## config.mk

```make
export PLATFORM = sky130hd
export DESIGN_NAME = onchip_flash_program_control
export DESIGN_NICKNAME = d
export VERILOG_FILES = /design/src/flash_ctrl_pkg.sv /design/src/page_latch.sv /design/src/onchip_flash_program_control.sv
export SDC_FILE = /design/constraint.sdc
export NUM_CORES = 1
export LEC_CHECK = 0
export ABC_AREA = 1
export BUFFER_PORTS_ARGS = -buffer_cell sky130_fd_sc_hd__buf_2
export CAP_MARGIN = 30
export CORE_MARGIN = 2
export CORE_UTILIZATION = 55
export CTS_CLUSTER_SIZE = 8
export DETAILED_ROUTE_END_ITERATION = 12
export GPL_TIMING_DRIVEN = 1
export MAX_ROUTING_LAYER = met4
export PLACE_DENSITY_LB_ADDON = 0.2
export SYNTH_ARGS = -nofsm -noshare
export SYNTH_HDL_FRONTEND = slang
export SYNTH_HIERARCHICAL = 1
export SYNTH_SLANG_ARGS = --single-unit
```

## constraint.sdc

```tcl
create_clock -name clk -period 6.3 [get_ports clk]
set_input_delay 0 -clock clk [delete_from_list [all_inputs] [get_ports clk]]
set_output_delay 0 -clock clk [all_outputs]
set_load 0.02 [all_outputs]
```

## src/flash_ctrl_pkg.sv

```systemverilog
// constants, states and field layout shared by the flash programming control
// assumes one 25 MHz system clock and a synchronous active-high chip reset
// Notes on behaviour
// in boot mode, wait about 100 states after reset, then time the serial low period
// host holds the serial input high when reset is released
// boot mode erases every block unless the whole array reads all ones
// software uses no interrupts while programming or erasing
// at hand-off clear serial enables, keep the baud divisor, drive serial out high
// at hand-off every other register keeps its value
// leaving boot mode needs the chip reset held for 20 clocks or more
// mode pins and write permit stay fixed in boot mode until a chip reset
// watchdog reset in boot mode keeps state and restarts the boot program
// write permit stays high while booting, programming or erasing
// boot select mode 5 or 7 with write permit high enters user program mode
// in mode 6 nothing is programmed and write permit is held low
// flash read data is invalid while a program or erase pulse runs
// software clears control bits 6 to 0 before ordinary flash reads
// setup, pulse and verify bits select program, erase and the two verify states
// nothing is programmed or erased while write permit is low
// software programs only erased locations, never an address twice
// software changes one control bit per write
// after dropping to setup, software passes the enable state before re-entering
// after the enable settle wait, 128 bytes from a 00 or 80 boundary are latched
// short pages are still sent in full, padded with FF
// software arms the watchdog, sets setup, waits the setup time, then sets pulse
// the programming pulse lasts exactly while the pulse bit is set; programPulse follows the bit one clock later, and only after the setup wait
// the enable and setup settle waits are cycle counts derived from the clock rate; the boot settle is a fixed state count
package flash_ctrl_pkg;

   ////////////////////////////////////////////////////////////////////////////
   // timing
   localparam int CLK_HZ            = 25_000_000;
   localparam int BOOT_READY_STATES = 100;
   localparam int ENABLE_SETTLE_US  = 1;
   localparam int SETUP_SETTLE_US   = 50;
   localparam int ENABLE_SETTLE_CYC = (ENABLE_SETTLE_US * (CLK_HZ / 1_000_000) > 0) ?
                                      ENABLE_SETTLE_US * (CLK_HZ / 1_000_000) : 1;
   localparam int SETUP_SETTLE_CYC  = (SETUP_SETTLE_US * (CLK_HZ / 1_000_000) > 0) ?
                                      SETUP_SETTLE_US * (CLK_HZ / 1_000_000) : 1;
   localparam int WAIT_W            = 16;

   ////////////////////////////////////////////////////////////////////////////
   // flash mode control register layout
   localparam int BIT_PERMIT = 7;
   localparam int BIT_SWE    = 6;
   localparam int BIT_ESU    = 5;
   localparam int BIT_PSU    = 4;
   localparam int BIT_EV     = 3;
   localparam int BIT_PV     = 2;
   localparam int BIT_E      = 1;
   localparam int BIT_P      = 0;
   localparam logic [7:0] CTRL_RESET     = 8'h00;
   localparam logic [7:0] CTRL_SOFT_MASK = 8'h7F;

   ////////////////////////////////////////////////////////////////////////////
   // boot select pin codes (top bit inverted in boot mode)
   localparam logic [2:0] PINS_BOOT5 = 3'h1;
   localparam logic [2:0] PINS_BOOT7 = 3'h3;
   localparam logic [2:0] PINS_USER5 = 3'h5;
   localparam logic [2:0] PINS_USER7 = 3'h7;

   ////////////////////////////////////////////////////////////////////////////
   // page and array geometry
   localparam int PAGE_BYTES = 128;
   localparam int ADDR_W     = 18;
   localparam logic [ADDR_W-1:0] FLASH_LAST_ADDR = 18'h3_FFFF;

   ////////////////////////////////////////////////////////////////////////////
   // serial rate estimate: start bit plus eight zero bits, 32 ticks per bit
   localparam int BAUD_CELLS    = 9;
   localparam int BAUD_TICKS    = 32;
   localparam int LOW_W         = 16;

   typedef enum {
      BOOT_OFF, BOOT_SETTLE, BOOT_WAIT_LOW, BOOT_MEASURE,
      BOOT_BLANK, BOOT_ERASE, BOOT_RUN, BOOT_DONE
   } boot_state_t;

   typedef enum {
      OP_IDLE, OP_ENABLED, OP_PROG_SETUP, OP_PROGRAM,
      OP_ERASE_SETUP, OP_ERASE, OP_PROG_VERIFY, OP_ERASE_VERIFY
   } flash_op_t;

endpackage

```

## src/page_latch.sv

```systemverilog
// page buffer holding one page of program address and data
// assumes writes arrive on the system clock from the control logic
module page_latch #(
   parameter int DEPTH  = 128,
   parameter int ADDR_W = 18
) (
   input  wire logic                      clk,
   input  wire logic                      rst,
   input  wire logic                      clear,
   input  wire logic                      writeStrobe,
   input  wire logic [ADDR_W-1:0]         writeAddr,
   input  wire logic [7:0]                writeData,
   input  wire logic [$clog2(DEPTH)-1:0]  readIndex,
   output logic      [ADDR_W-1:0]         baseAddr,
   output logic      [$clog2(DEPTH):0]    byteCount,
   output logic                           pageComplete,
   output logic                           addrError,
   output logic      [7:0]                readData
);
   localparam int IDX_W = $clog2(DEPTH);

   if (DEPTH < 2 || (1 << IDX_W) != DEPTH || ADDR_W <= IDX_W)
   begin
      $error("page_latch: depth must be a power of two below the address span");
   end

   logic [7:0]        store [DEPTH];
   logic [ADDR_W-1:0] next_baseAddr;
   logic [IDX_W:0]    next_byteCount;
   logic              next_addrError;
   logic              accept;

   // first byte must sit on a page boundary, later ones follow in sequence
   always_comb
   begin
      next_baseAddr  = baseAddr;
      next_byteCount = byteCount;
      next_addrError = addrError;
      accept         = 1'b0;
      if (clear)
      begin
         next_byteCount = '0;
         next_addrError = 1'b0;
      end
      else if (writeStrobe && !pageComplete)
      begin
         if (byteCount == '0)
         begin
            if (writeAddr[IDX_W-1:0] == '0)
            begin
               accept        = 1'b1;
               next_baseAddr = writeAddr;
            end
            else
               next_addrError = 1'b1;
         end
         else if (writeAddr == baseAddr + ADDR_W'(byteCount))
            accept = 1'b1;
         else
            next_addrError = 1'b1;
         if (accept)
            next_byteCount = byteCount + 1'b1;
      end
   end

   // registers plus the byte store
   always_ff @(posedge clk)
   begin
      if (rst)
      begin
         baseAddr  <= '0;
         byteCount <= '0;
         addrError <= 1'b0;
         pageComplete <= 1'b0;
         readData  <= 8'h00;
      end
      else
      begin
         baseAddr  <= next_baseAddr;
         byteCount <= next_byteCount;
         addrError <= next_addrError;
         pageComplete <= (next_byteCount == (IDX_W+1)'(DEPTH));
         readData  <= store[readIndex];
      end
      if (accept)
         store[byteCount[IDX_W-1:0]] <= writeData;
   end

endmodule

```

## src/onchip_flash_program_control.sv

```systemverilog
// flash programming control: boot entry, mode selection, control register,
// page latching and gated program / erase pulses
// assumes chip reset held 20 clocks or more and pins steady while in boot mode
module onchip_flash_program_control #(
   parameter int ENABLE_WAIT = flash_ctrl_pkg::ENABLE_SETTLE_CYC,
   parameter int SETUP_WAIT  = flash_ctrl_pkg::SETUP_SETTLE_CYC,
   parameter int BOOT_READY  = flash_ctrl_pkg::BOOT_READY_STATES
) (
   input  wire logic                               clk,
   input  wire logic                               rst,
   input  wire logic                               watchdogReset,
   input  wire logic [2:0]                         boot_select_pins,
   input  wire logic                               flash_write_permit_pin,
   input  wire logic                               serial_in_pin,
   input  wire logic                               ctrlWrite,
   input  wire logic [7:0]                         ctrlWriteData,
   input  wire logic                               flashWrite,
   input  wire logic [flash_ctrl_pkg::ADDR_W-1:0]  flashAddr,
   input  wire logic [7:0]                         flashData,
   input  wire logic [6:0]                         pageReadIndex,
   input  wire logic                               arrayAllOnes,
   input  wire logic                               eraseDone,
   input  wire logic                               bootHandoff,
   output logic      [7:0]                         flash_mode_control_reg,
   output flash_ctrl_pkg::flash_op_t               opState,
   output logic                                    programPulse,
   output logic                                    erasePulse,
   output logic                                    readValid,
   output logic                                    bootMode,
   output logic                                    userProgramMode,
   output logic                                    bootRestart,
   output logic                                    eraseAllBlocks,
   output logic                                    rx_enable_bit,
   output logic                                    tx_enable_bit,
   output logic      [7:0]                         baud_divisor_reg,
   output logic                                    serial_out_pin,
   output logic                                    serialOutEnable,
   output logic      [flash_ctrl_pkg::ADDR_W-1:0]  pageBase,
   output logic                                    pageComplete,
   output logic                                    pageAddrError,
   output logic      [7:0]                         pageReadData
);
   localparam int WW = flash_ctrl_pkg::WAIT_W;
   localparam int LW = flash_ctrl_pkg::LOW_W;

   if (ENABLE_WAIT < 1 || SETUP_WAIT < 1 || BOOT_READY < 1 ||
       ENABLE_WAIT >= (1 << WW) || SETUP_WAIT >= (1 << WW) || BOOT_READY >= (1 << WW))
   begin
      $error("onchip_flash_program_control: wait counts out of range");
   end

   ////////////////////////////////////////////////////////////////////////////
   // pin synchronisers
   logic [2:0] modeMeta, modeSync;
   logic       permitMeta, permitSync, rxMeta, rxSync;

   always_ff @(posedge clk)
   begin
      modeMeta   <= boot_select_pins;
      modeSync   <= modeMeta;
      permitMeta <= flash_write_permit_pin;
      permitSync <= permitMeta;
      rxMeta     <= serial_in_pin;
      rxSync     <= rxMeta;
   end

   ////////////////////////////////////////////////////////////////////////////
   // mode capture at reset release
   logic modeCaptured, next_modeCaptured, next_bootMode, next_userProgramMode;

   always_comb
   begin
      next_modeCaptured    = modeCaptured;
      next_bootMode        = bootMode;
      next_userProgramMode = userProgramMode;
      if (watchdogReset && !bootMode)
         next_modeCaptured = 1'b0;
      else if (!modeCaptured)
      begin
         next_modeCaptured = 1'b1;
         next_bootMode = permitSync && (modeSync == flash_ctrl_pkg::PINS_BOOT5 ||
                                        modeSync == flash_ctrl_pkg::PINS_BOOT7);
         next_userProgramMode = permitSync && (modeSync == flash_ctrl_pkg::PINS_USER5 ||
                                               modeSync == flash_ctrl_pkg::PINS_USER7);
      end
      else if (!bootMode)
         next_userProgramMode = permitSync && (modeSync == flash_ctrl_pkg::PINS_USER5 ||
                                               modeSync == flash_ctrl_pkg::PINS_USER7);
   end

   // boot mode is kept across a watchdog reset
   always_ff @(posedge clk)
   begin
      if (rst)
      begin
         modeCaptured    <= 1'b0;
         bootMode        <= 1'b0;
         userProgramMode <= 1'b0;
      end
      else
      begin
         modeCaptured    <= next_modeCaptured;
         bootMode        <= next_bootMode;
         userProgramMode <= next_userProgramMode;
      end
   end

   ////////////////////////////////////////////////////////////////////////////
   // boot sequence: settle, time the low period, blank check, erase, run
   flash_ctrl_pkg::boot_state_t bootState, next_bootState;
   logic [WW-1:0] bootCount, next_bootCount;
   logic [LW-1:0] lowCount, next_lowCount;
   logic [7:0]    next_baud;
   logic          next_rxEn, next_txEn, next_serOut, next_serOe, next_erase, next_restart;

   always_comb
   begin
      next_bootState = bootState;
      next_bootCount = bootCount;
      next_lowCount  = lowCount;
      next_baud      = baud_divisor_reg;
      next_rxEn      = rx_enable_bit;
      next_txEn      = tx_enable_bit;
      next_serOut    = serial_out_pin;
      next_serOe     = serialOutEnable;
      next_erase     = 1'b0;
      next_restart   = 1'b0;
      if (watchdogReset && bootMode)
      begin
         next_bootState = flash_ctrl_pkg::BOOT_SETTLE;
         next_bootCount = '0;
         next_restart   = 1'b1;
      end
      else
      begin
         case (bootState)
            flash_ctrl_pkg::BOOT_OFF:
               if (modeCaptured && bootMode)
                  next_bootState = flash_ctrl_pkg::BOOT_SETTLE;
            flash_ctrl_pkg::BOOT_SETTLE:
               if (bootCount == WW'(BOOT_READY - 1))
                  next_bootState = flash_ctrl_pkg::BOOT_WAIT_LOW;
               else
                  next_bootCount = bootCount + 1'b1;
            flash_ctrl_pkg::BOOT_WAIT_LOW:
               if (!rxSync)
               begin
                  next_bootState = flash_ctrl_pkg::BOOT_MEASURE;
                  next_lowCount  = LW'(1);
               end
            flash_ctrl_pkg::BOOT_MEASURE:
               if (rxSync)
               begin
                  next_bootState = flash_ctrl_pkg::BOOT_BLANK;
                  next_baud = 8'(lowCount / LW'(flash_ctrl_pkg::BAUD_CELLS * flash_ctrl_pkg::BAUD_TICKS));
                  next_rxEn   = 1'b1;
                  next_txEn   = 1'b1;
               end
               else if (lowCount != '1)
                  next_lowCount = lowCount + 1'b1;
            flash_ctrl_pkg::BOOT_BLANK:
               next_bootState = arrayAllOnes ? flash_ctrl_pkg::BOOT_RUN : flash_ctrl_pkg::BOOT_ERASE;
            flash_ctrl_pkg::BOOT_ERASE:
            begin
               next_erase = !eraseDone;
               if (eraseDone)
                  next_bootState = flash_ctrl_pkg::BOOT_RUN;
            end
            flash_ctrl_pkg::BOOT_RUN:
               if (bootHandoff)
               begin
                  next_bootState = flash_ctrl_pkg::BOOT_DONE;
                  next_rxEn   = 1'b0;
                  next_txEn   = 1'b0;
                  next_serOut = 1'b1;
                  next_serOe  = 1'b1;
               end
            flash_ctrl_pkg::BOOT_DONE:
               next_bootState = bootState;
            default:
               next_bootState = flash_ctrl_pkg::BOOT_OFF;
         endcase
      end
   end

   // boot registers; the divisor stays after hand-off
   always_ff @(posedge clk)
   begin
      if (rst)
      begin
         bootState        <= flash_ctrl_pkg::BOOT_OFF;
         bootCount        <= '0;
         lowCount         <= '0;
         baud_divisor_reg <= 8'h00;
         rx_enable_bit    <= 1'b0;
         tx_enable_bit    <= 1'b0;
         serial_out_pin   <= 1'b1;
         serialOutEnable  <= 1'b0;
         eraseAllBlocks   <= 1'b0;
         bootRestart      <= 1'b0;
      end
      else
      begin
         bootState        <= next_bootState;
         bootCount        <= next_bootCount;
         lowCount         <= next_lowCount;
         baud_divisor_reg <= next_baud;
         rx_enable_bit    <= next_rxEn;
         tx_enable_bit    <= next_txEn;
         serial_out_pin   <= next_serOut;
         serialOutEnable  <= next_serOe;
         eraseAllBlocks   <= next_erase;
         bootRestart      <= next_restart;
      end
   end

   ////////////////////////////////////////////////////////////////////////////
   // control register and settle timers
   logic [7:0]    ctrl, next_ctrl;
   logic [WW-1:0] enableCount, next_enableCount, setupCount, next_setupCount;
   logic          enableSettled, setupSettled, programOn, eraseOn, latchWrite;
   flash_ctrl_pkg::flash_op_t next_op;

   assign enableSettled = (enableCount == WW'(ENABLE_WAIT));
   assign setupSettled  = (setupCount == WW'(SETUP_WAIT));
   assign programOn  = ctrl[flash_ctrl_pkg::BIT_P] && ctrl[flash_ctrl_pkg::BIT_PSU] &&
                       ctrl[flash_ctrl_pkg::BIT_SWE] && setupSettled && permitSync;
   assign eraseOn    = ctrl[flash_ctrl_pkg::BIT_E] && ctrl[flash_ctrl_pkg::BIT_ESU] &&
                       ctrl[flash_ctrl_pkg::BIT_SWE] && setupSettled && permitSync;
   assign latchWrite = flashWrite && ctrl[flash_ctrl_pkg::BIT_SWE] && enableSettled &&
                       !ctrl[flash_ctrl_pkg::BIT_PSU] && !ctrl[flash_ctrl_pkg::BIT_ESU] &&
                       flashAddr <= flash_ctrl_pkg::FLASH_LAST_ADDR;

   always_comb
   begin
      next_ctrl = ctrl;
      if (ctrlWrite)
         next_ctrl = ctrlWriteData & flash_ctrl_pkg::CTRL_SOFT_MASK;
      if (!permitSync || (watchdogReset && !bootMode))
         next_ctrl = flash_ctrl_pkg::CTRL_RESET;
      next_enableCount = next_ctrl[flash_ctrl_pkg::BIT_SWE] ?
                         (enableSettled ? enableCount : enableCount + 1'b1) : '0;
      next_setupCount  = (next_ctrl[flash_ctrl_pkg::BIT_PSU] || next_ctrl[flash_ctrl_pkg::BIT_ESU]) ?
                         (setupSettled ? setupCount : setupCount + 1'b1) : '0;
   end

   // operating state decode from the current bits
   always_comb
   begin
      if (!ctrl[flash_ctrl_pkg::BIT_SWE])
         next_op = flash_ctrl_pkg::OP_IDLE;
      else if (ctrl[flash_ctrl_pkg::BIT_PSU])
         next_op = programOn ? flash_ctrl_pkg::OP_PROGRAM : flash_ctrl_pkg::OP_PROG_SETUP;
      else if (ctrl[flash_ctrl_pkg::BIT_ESU])
         next_op = eraseOn ? flash_ctrl_pkg::OP_ERASE : flash_ctrl_pkg::OP_ERASE_SETUP;
      else if (ctrl[flash_ctrl_pkg::BIT_PV])
         next_op = flash_ctrl_pkg::OP_PROG_VERIFY;
      else if (ctrl[flash_ctrl_pkg::BIT_EV])
         next_op = flash_ctrl_pkg::OP_ERASE_VERIFY;
      else
         next_op = flash_ctrl_pkg::OP_ENABLED;
   end

   // control registers and the pulse outputs
   always_ff @(posedge clk)
   begin
      if (rst)
      begin
         ctrl                   <= flash_ctrl_pkg::CTRL_RESET;
         enableCount            <= '0;
         setupCount             <= '0;
         flash_mode_control_reg <= flash_ctrl_pkg::CTRL_RESET;
         opState                <= flash_ctrl_pkg::OP_IDLE;
         programPulse           <= 1'b0;
         erasePulse             <= 1'b0;
         readValid              <= 1'b1;
      end
      else
      begin
         ctrl                   <= next_ctrl;
         enableCount            <= next_enableCount;
         setupCount             <= next_setupCount;
         flash_mode_control_reg <= {permitSync, ctrl[6:0]};
         opState                <= next_op;
         programPulse           <= programOn;
         erasePulse             <= eraseOn;
         readValid              <= !(programOn || eraseOn);
      end
   end

   ////////////////////////////////////////////////////////////////////////////
   // page buffer; a fresh enable starts a new page
   page_latch #(
      .DEPTH  (flash_ctrl_pkg::PAGE_BYTES),
      .ADDR_W (flash_ctrl_pkg::ADDR_W)
   ) pageBuffer (
      .clk          (clk),
      .rst          (rst),
      .clear        (!ctrl[flash_ctrl_pkg::BIT_SWE]),
      .writeStrobe  (latchWrite),
      .writeAddr    (flashAddr),
      .writeData    (flashData),
      .readIndex    (pageReadIndex),
      .baseAddr     (pageBase),
      .byteCount    (),
      .pageComplete (pageComplete),
      .addrError    (pageAddrError),
      .readData     (pageReadData)
   );

endmodule

```

==> summary.md, run 1 <==
| Metric | Value |
|---|---|
| # IOs | 141 |
| Die height | 300.6 um |
| HP Start | flashAddr[12] |
| Area of the core | 0.08702 sq mm |
| CTS H-tree lvls | 4 |
| Post-synth EDFFs | 1024 |
| Filler cells | 6714 |
| Placed Cells | 5306 |
| CTS root buf | clkbuf_16 |
| Pwr Total | 0.01737 W |
| RSZ-0062 raised after global routing | no |
| Post-Synthesis Cell Area | 0.04838 sq mm |
| # diodes | 0 |
| Cell mode on critical path | nand2_1 |
| Headroom to the max-slew limit | 29.58% |
| Pleak | 18.62 nW |
| Largest net degree at the start of global routing | 214 |
| FF+latch count, synth | 1171 |
| Hold Path Sink | pageBuffer/baseAddr[12]$_SDFFE_PP0P_ |
| GRT Overall Usage | 28.43% |
| CTS resizes | 0 |
| Reg2Reg Setup Slack | 1.41 ns |
| DRT Wirelength | 124900 um |
| Clock Skews | 0.05395 ns |
| RR Startpoint | pageBuffer/byteCount[2]$_SDFF_PP0_ |
| Transition time of the tightest slew-check pin | 1.055 ns |
| WP data required | 6.66 ns |
| Fin crit share | 77.59% |
| Vias per cell | 6.080 |
| Postcts setup bufs | 0 |
| Hold Path Class | input port to register |
| Die area | 0.09035 sq mm |
| Area growth, synth to finish | 13.93% |
| Clock-pin slew on the worst setup and hold paths | 0.05 ns |
| Die width | 300.6 um |
| Worst reg2reg path depth | 18 |
| Vias | 34194 |
| Post-DRT Antenna Nets | 0 |
| Status | complete, no violations |
| CTS Hold Bufs | 78 |
| Syn Inst Count | 4260 |
| Max reg flops | 1024 |
| Routability congestion estimate | 0.8805 |
| Final Max Tran Viols | 0 |
| CTS sink count | 1171 |
| Arrival time at the worst endpoint | 5.25 ns |
| Hold path cells | 4 |
| Cells taking the most area after synthesis | edfxtp_1 64%, nor2_1 7.3%, o21ai_0 7.0% |
| Post-synth top flop | edfxtp_1 |
| Overflow left after global routing | 0 |
| DR WL/cell | 22.22 um |
| Crit Path Class | register to register |
| Crit end category | register |
| PwrDens | 315.2 mW/mm^2 |
| First-pass iteration count of the detailed router | 6 |
| CP Cell Sequence | ha_1 > nand3_1 > nand3_2 > nand2_1 > nand2_1 > nand2_1 > nand2_1 > nand2_1 > nand2_1 > nor2_1 > nand2_1 > nor2_1 > nand2_1 > nand2_2 > nand2_2 > nor3_4 > nand3_2 > nor2_1 |
| Max-Cap Viols | 0 |
| Yosys top cell by area | edfxtp_1 |
| Clk_lat worst skew | 0.77 ns |
| Worst path max stage delay | 1.00 ns |
| DRC viols | 0 |
| Initial antenna violation count | 1 |
| Distinct cells, synth | 56 |
| Startpoint types | register |
| Critical path peak fanout | 16 |
| Final Critical Period | 4.888 ns |
| Num rows | 108 |
| Initial DRC count | 3974 |
| Port Buffers | 108 |
| First-pass GRT wire length | 190700 um |
| Setup_tns | 0 ns |
| Post-DP HPWL | 70160 um |
| Commonest cells in the netlist | 1024 x edfxtp_1, 935 x nor2_1, 680 x o21ai_0 |
| Final hold violations | 0 |
| Fmax achieved | 204.6 MHz |
| Initial Util | 55.59% |
| Vias in the first global route | 32206 |
| Crit-path leading delay family | simple AND/OR/NAND/NOR gates |
| Most common cell in the netlist | edfxtp_1 |
| Maximum VDD drop | 0.2775 mV |
| Synth top area share | 63.56% |
| Count of final setup violators | 0 |
| CTS tree | done |
| Syn. warnings | 6 |
| Seq/Total Area, Yosys | 69.64% |
| R2R Path End | pageBuffer/store[37][1]$_DFFE_PP_ |
| Cell Count, Final, Fillers Out | 5624 |
| CTS Buffer Depth | 3 |
| CTS buffer count | 164 |
| Mapped Avg Cell Area | 11.36 sq um |
| Worst path buffer plus inverter count | 0 |
| Proportion of layout cells with a drive suffix above 1 | 8.704% |
| Critical-path top delay cell | nor2_1 |
| Nets | 4469 |
| Asr flop ratio synth | 0% |
routing by layer:
metal,track usage [%],wire (um),vias to the layer above
met1,39.34,51780,16546
met4,9.382,3712,0
li1,-,-,15554
met3,5.642,12110,265
met2,42.57,57340,1829
met5,-,0,-
kinds of logic (layout without fill, tap and decap cells):
logic type                 count (synthesis)  in the layout  share of synthesized area (%)
AOI/OAI and AO/OA                       1116           1116                          12.93
other                                      2             30                        0.01552
adders and majority gates                 18             18                         0.4810
xor gates and xnor gates                  25             25                         0.4526
DFF                                     1171           1171                          69.64
and+or+nand+nor                         1459           1459                          12.50
buffers and inverters                    469            650                          3.978
tightest hold or removal path: stages:
cell	delay, ns
dlygate4sd3_1	0.52
buf_2	0.12
nor2_1	0.04
nor2_1	0.09
area by class of cell:
class | instances | area (sq um) | share of cell area [%]
Sequential cell | 1171 | 33690 | 61.13
Multi-Input combinational cell | 2648 | 12870 | 23.35
Clock buffer | 223 | 4347 | 7.886
Timing Repair Buffer | 218 | 1695 | 3.076
Tap cell | 1155 | 1445 | 2.622
Inverter | 194 | 743.2 | 1.348
Clock inverter | 15 | 327.8 | 0.5947
where the power goes:
group	total (W)	internal (W)	switching (W)
sequential	0.00847	0.00846	0.0000128
clock	0.00800	0.00478	0.00322
combinational	0.000899	0.000237	0.000662
through the flow:
step	hold slack [ns]	instance area [sq um]	setup WS [ns]	utilization, %
after floorplan	0.02772	48490	3.046	-
after global placement	0.1021	49610	1.599	57.01
after detailed placement	0.1044	49620	1.537	57.01
after CTS	0.005861	55070	1.484	63.28
after global routing	0.06019	55120	1.122	63.34
final	0.06179	55120	1.412	63.34
worst max-delay path by stage:
stage | start | end | slack, ns | cells after the start
floorplan | pageBuffer/baseAddr[0]$_SDFFE_PP0P_ | pageBuffer/store[107][0]$_DFFE_PP_ | 3.05 | 20
global placement | pageBuffer/byteCount[0]$_SDFF_PP0_ | pageBuffer/store[49][0]$_DFFE_PP_ | 1.60 | 19
detailed placement | pageBuffer/byteCount[2]$_SDFF_PP0_ | pageBuffer/store[49][1]$_DFFE_PP_ | 1.54 | 18
CTS | pageBuffer/byteCount[2]$_SDFF_PP0_ | pageBuffer/store[49][2]$_DFFE_PP_ | 1.48 | 18
global route | pageBuffer/byteCount[2]$_SDFF_PP0_ | pageBuffer/store[49][2]$_DFFE_PP_ | 1.12 | 18
finish | pageBuffer/byteCount[2]$_SDFF_PP0_ | pageBuffer/store[37][1]$_DFFE_PP_ | 1.41 | 18
placed cells by master (no fill, tap or decap), drive strengths merged, types with 16 or more instances in the layout:
cell type    synthesis  final
nor2               939    939
o21ai              686    686
edfxtp            1024   1024
o221ai              53     53
conb                 2     30
dlygate4sd3          0     78
xor2                16     16
a21oi               69     69
inv                193    198
ha                  17     17
dfxtp              147    147
o22ai              256    256
buf                 57    140
nand4               30     30
nand2              309    309
nor3                36     36
clkbuf             218    223
nand3              116    116
Note: power is estimated with default switching activity, not from simulation.
==> run 2: changes to the inputs <==
- clock period: 6.3 -> 4.05 ns (I/O delays scaled with it)
==> summary.md, run 2 (synthesis results as in run 1) <==
| Metric | Value |
|---|---|
| Final hold violations | 0 |
| Cell Count, Final, Fillers Out | 5684 |
| Area growth, synth to finish | 15.06% |
| First-pass iteration count of the detailed router | 6 |
| Global Route met3 Usage | 5.512% |
| Nets | 4526 |
| Power Internal | 0.02106 W |
| CTS H-tree lvls | 4 |
| Maximum VDD drop | 0.4344 mV |
| Net Switching | 0.005969 W |
| Crit end category | register |
| Finished Core Util | 63.97% |
| Die height | 300.6 um |
| Critical-path top delay cell | nor2_1 |
| Headroom to the max-slew limit | 32.33% |
| Vias per cell | 6.087 |
| Status | complete, no violations |
| WHS | 0.04920 ns |
| Transition time of the tightest slew-check pin | 1.015 ns |
| Num rows | 108 |
| RSZ-0062 raised after global routing | yes |
| Post-DP HPWL | 75320 um |
| Initial DRC count | 4160 |
| CTS buffer count | 164 |
| Hold Path Class | input port to register |
| Sequential share of power | 48.8% |
| DRC viols | 0 |
| Post-layout worst setup margin | 0.2353 ns |
| # IOs | 141 |
| PwrDens | 485.5 mW/mm^2 |
| Port Buffers | 108 |
| Switching part of the total | 22.09% |
| Initial antenna violation count | 1 |
| Max reg flops | 1024 |
| Die area | 0.09035 sq mm |
| Filler cells | 6601 |
| Pleak | 18.94 nW |
| CTS Buffer Depth | 3 |
| Grt peak-use layer | met2 |
| Area of the core | 0.08702 sq mm |
| Crit Path Class | register to register |
| Routability congestion estimate | 0.9183 |
| Clock Skews | 0.04992 ns |
| GRT Overall Usage | 29.07% |
| Pwr Total | 0.02703 W |
| Arrival time at the worst endpoint | 4.20 ns |
| WP data required | 4.43 ns |
| Worst path buffer plus inverter count | 4 |
| Clock-pin slew on the worst setup and hold paths | 0.05 ns |
| CTS tree | done |
| Critical path peak fanout | 16 |
| Placed Cells | 5368 |
| Fmax achieved | 262.1 MHz |
| CTS root buf | clkbuf_16 |
| Fin crit share | 94.19% |
| DRT Wirelength | 128600 um |
| DR WL/cell | 22.63 um |
| Met2 Use GR | 45.04% |
| First-pass GRT wire length | 193100 um |
| Crit-path leading delay family | simple AND/OR/NAND/NOR gates |
| Largest net degree at the start of global routing | 129 |
| Initial Util | 55.59% |
| CP Cell Sequence | buf_4 > inv_1 > ha_1 > nand2_1 > nor2_1 > nand4_1 > dlygate4sd3_1 > nand2_2 > nand2_2 > nor3_4 > nand3_2 > buf_4 > nor2_1 |
| Setup WS pre-CTS | 0.2418 ns |
| Leading cell type in the layout, fill and taps excluded | edfxtp_1 |
| Final Max Tran Viols | 0 |
| Post-DRT Antenna Nets | 0 |
| Postcts setup bufs | 0 |
| Startpoint types | register |
| Proportion of layout cells with a drive suffix above 1 | 10.58% |
| Worst path max stage delay | 0.63 ns |
| Clk_lat worst skew | 0.76 ns |
| Die width | 300.6 um |
| Final Critical Period | 3.815 ns |
| Count of final setup violators | 0 |
| Max-Cap Viols | 0 |
| Combinational Power Share | 5.4% |
| Met1 GRT Util | 38.90% |
| Vias in the first global route | 32865 |
| Vias | 34599 |
| Clk pwr share | 45.8% |
| Most frequent cells in the layout | 1024 x edfxtp_1, 905 x nor2_1, 680 x o21ai_0 |
| Overflow left after global routing | 0 |
| CTS sink count | 1171 |
[run 2: cell types whose count changed in the layout (fill, tap and decap cells not counted), moves of 2 or more]
cell | previous run | this run
buf_4 | 34 | 85
nor2_1 | 935 | 905
nor2_2 | 4 | 34
buf_12 | 6 | 16
clkinv_16 | 7 | 1
clkbuf_1 | 58 | 60
dlygate4sd3_1 | 78 | 75
inv_6 | 3 | 5
clkinv_8 | 2 | 4
[run 2: timing repair]
item	CTS	global route
endpoints found under the setup margin	0	292
resized for setup	0	30
endpoints found under the hold margin	608	0
hold buffers	75	0
[run 2: worst reg2reg max path, cell delays in order, from the launching register on]
cell and delay, ns:
dfxtp_1 0.33, buf_4 0.19, inv_1 0.27, ha_1 0.21, nand2_1 0.06, nor2_1 0.16
nand4_1 0.16, dlygate4sd3_1 0.62, nand2_2 0.10, nand2_2 0.08, nor3_4 0.20, nand3_2 0.09
buf_4 0.32, nor2_1 0.66
[run 2: power groups by stage]
stage	Combinational (W)	Sequential, W	Clock, W
detailed placement	0.00137	0.0134	0
CTS	0.00143	0.0132	0.0125
floorplan	0.000757	0.0134	0
finish	0.00146	0.0132	0.0124
global route	0.00156	0.0132	0.0131
global placement	0.00136	0.0134	0
[run 2: per-layer routing]
layer,vias to the layer above,wire (um)
li1,15689,-
met1,16755,51930
met2,1870,60520
met3,285,12250
met4,0,3911
met5,-,0
[run 2: layout make-up]
| class | count | area [sq um] | share of cell area [%] |
|---|---|---|---|
| Timing Repair Buffer | 275 | 2221 | 3.990 |
| Clock buffer | 226 | 4379 | 7.867 |
| Clock inverter | 14 | 240.2 | 0.4315 |
| Antenna cell | 1 | 2.502 | 0.004495 |
| Tap cell | 1155 | 1445 | 2.596 |
| Multi-Input combinational cell | 2648 | 12940 | 23.25 |
| Inverter | 194 | 743.2 | 1.335 |
| Sequential cell | 1171 | 33690 | 60.52 |
[run 2: metrics by stage]
step | cell area, sq um | TNS, ns
after CTS | 55590 | 0
final | 55670 | 0
after floorplan | 48490 | 0
after detailed placement | 50220 | 0
after global routing | 55670 | -2.404
after global placement | 50220 | 0
[run 2: path summary, 6_finish.rpt]
check / depth (start not counted) / slack, ns / startpoint / end
max: 13 / 0.24 / pageBuffer/byteCount[1]$_SDFF_PP0_ / pageBuffer/store[59][3]$_DFFE_PP_
min: 4 / 0.05 / flashAddr[13] / pageBuffer/baseAddr[13]$_SDFFE_PP0P_
max reg2reg: 13 / 0.24 / pageBuffer/byteCount[1]$_SDFF_PP0_ / pageBuffer/store[59][3]$_DFFE_PP_
min reg2reg: 0 / 0.32 / modeMeta[0]$_DFF_P_ / modeSync[0]$_DFF_P_
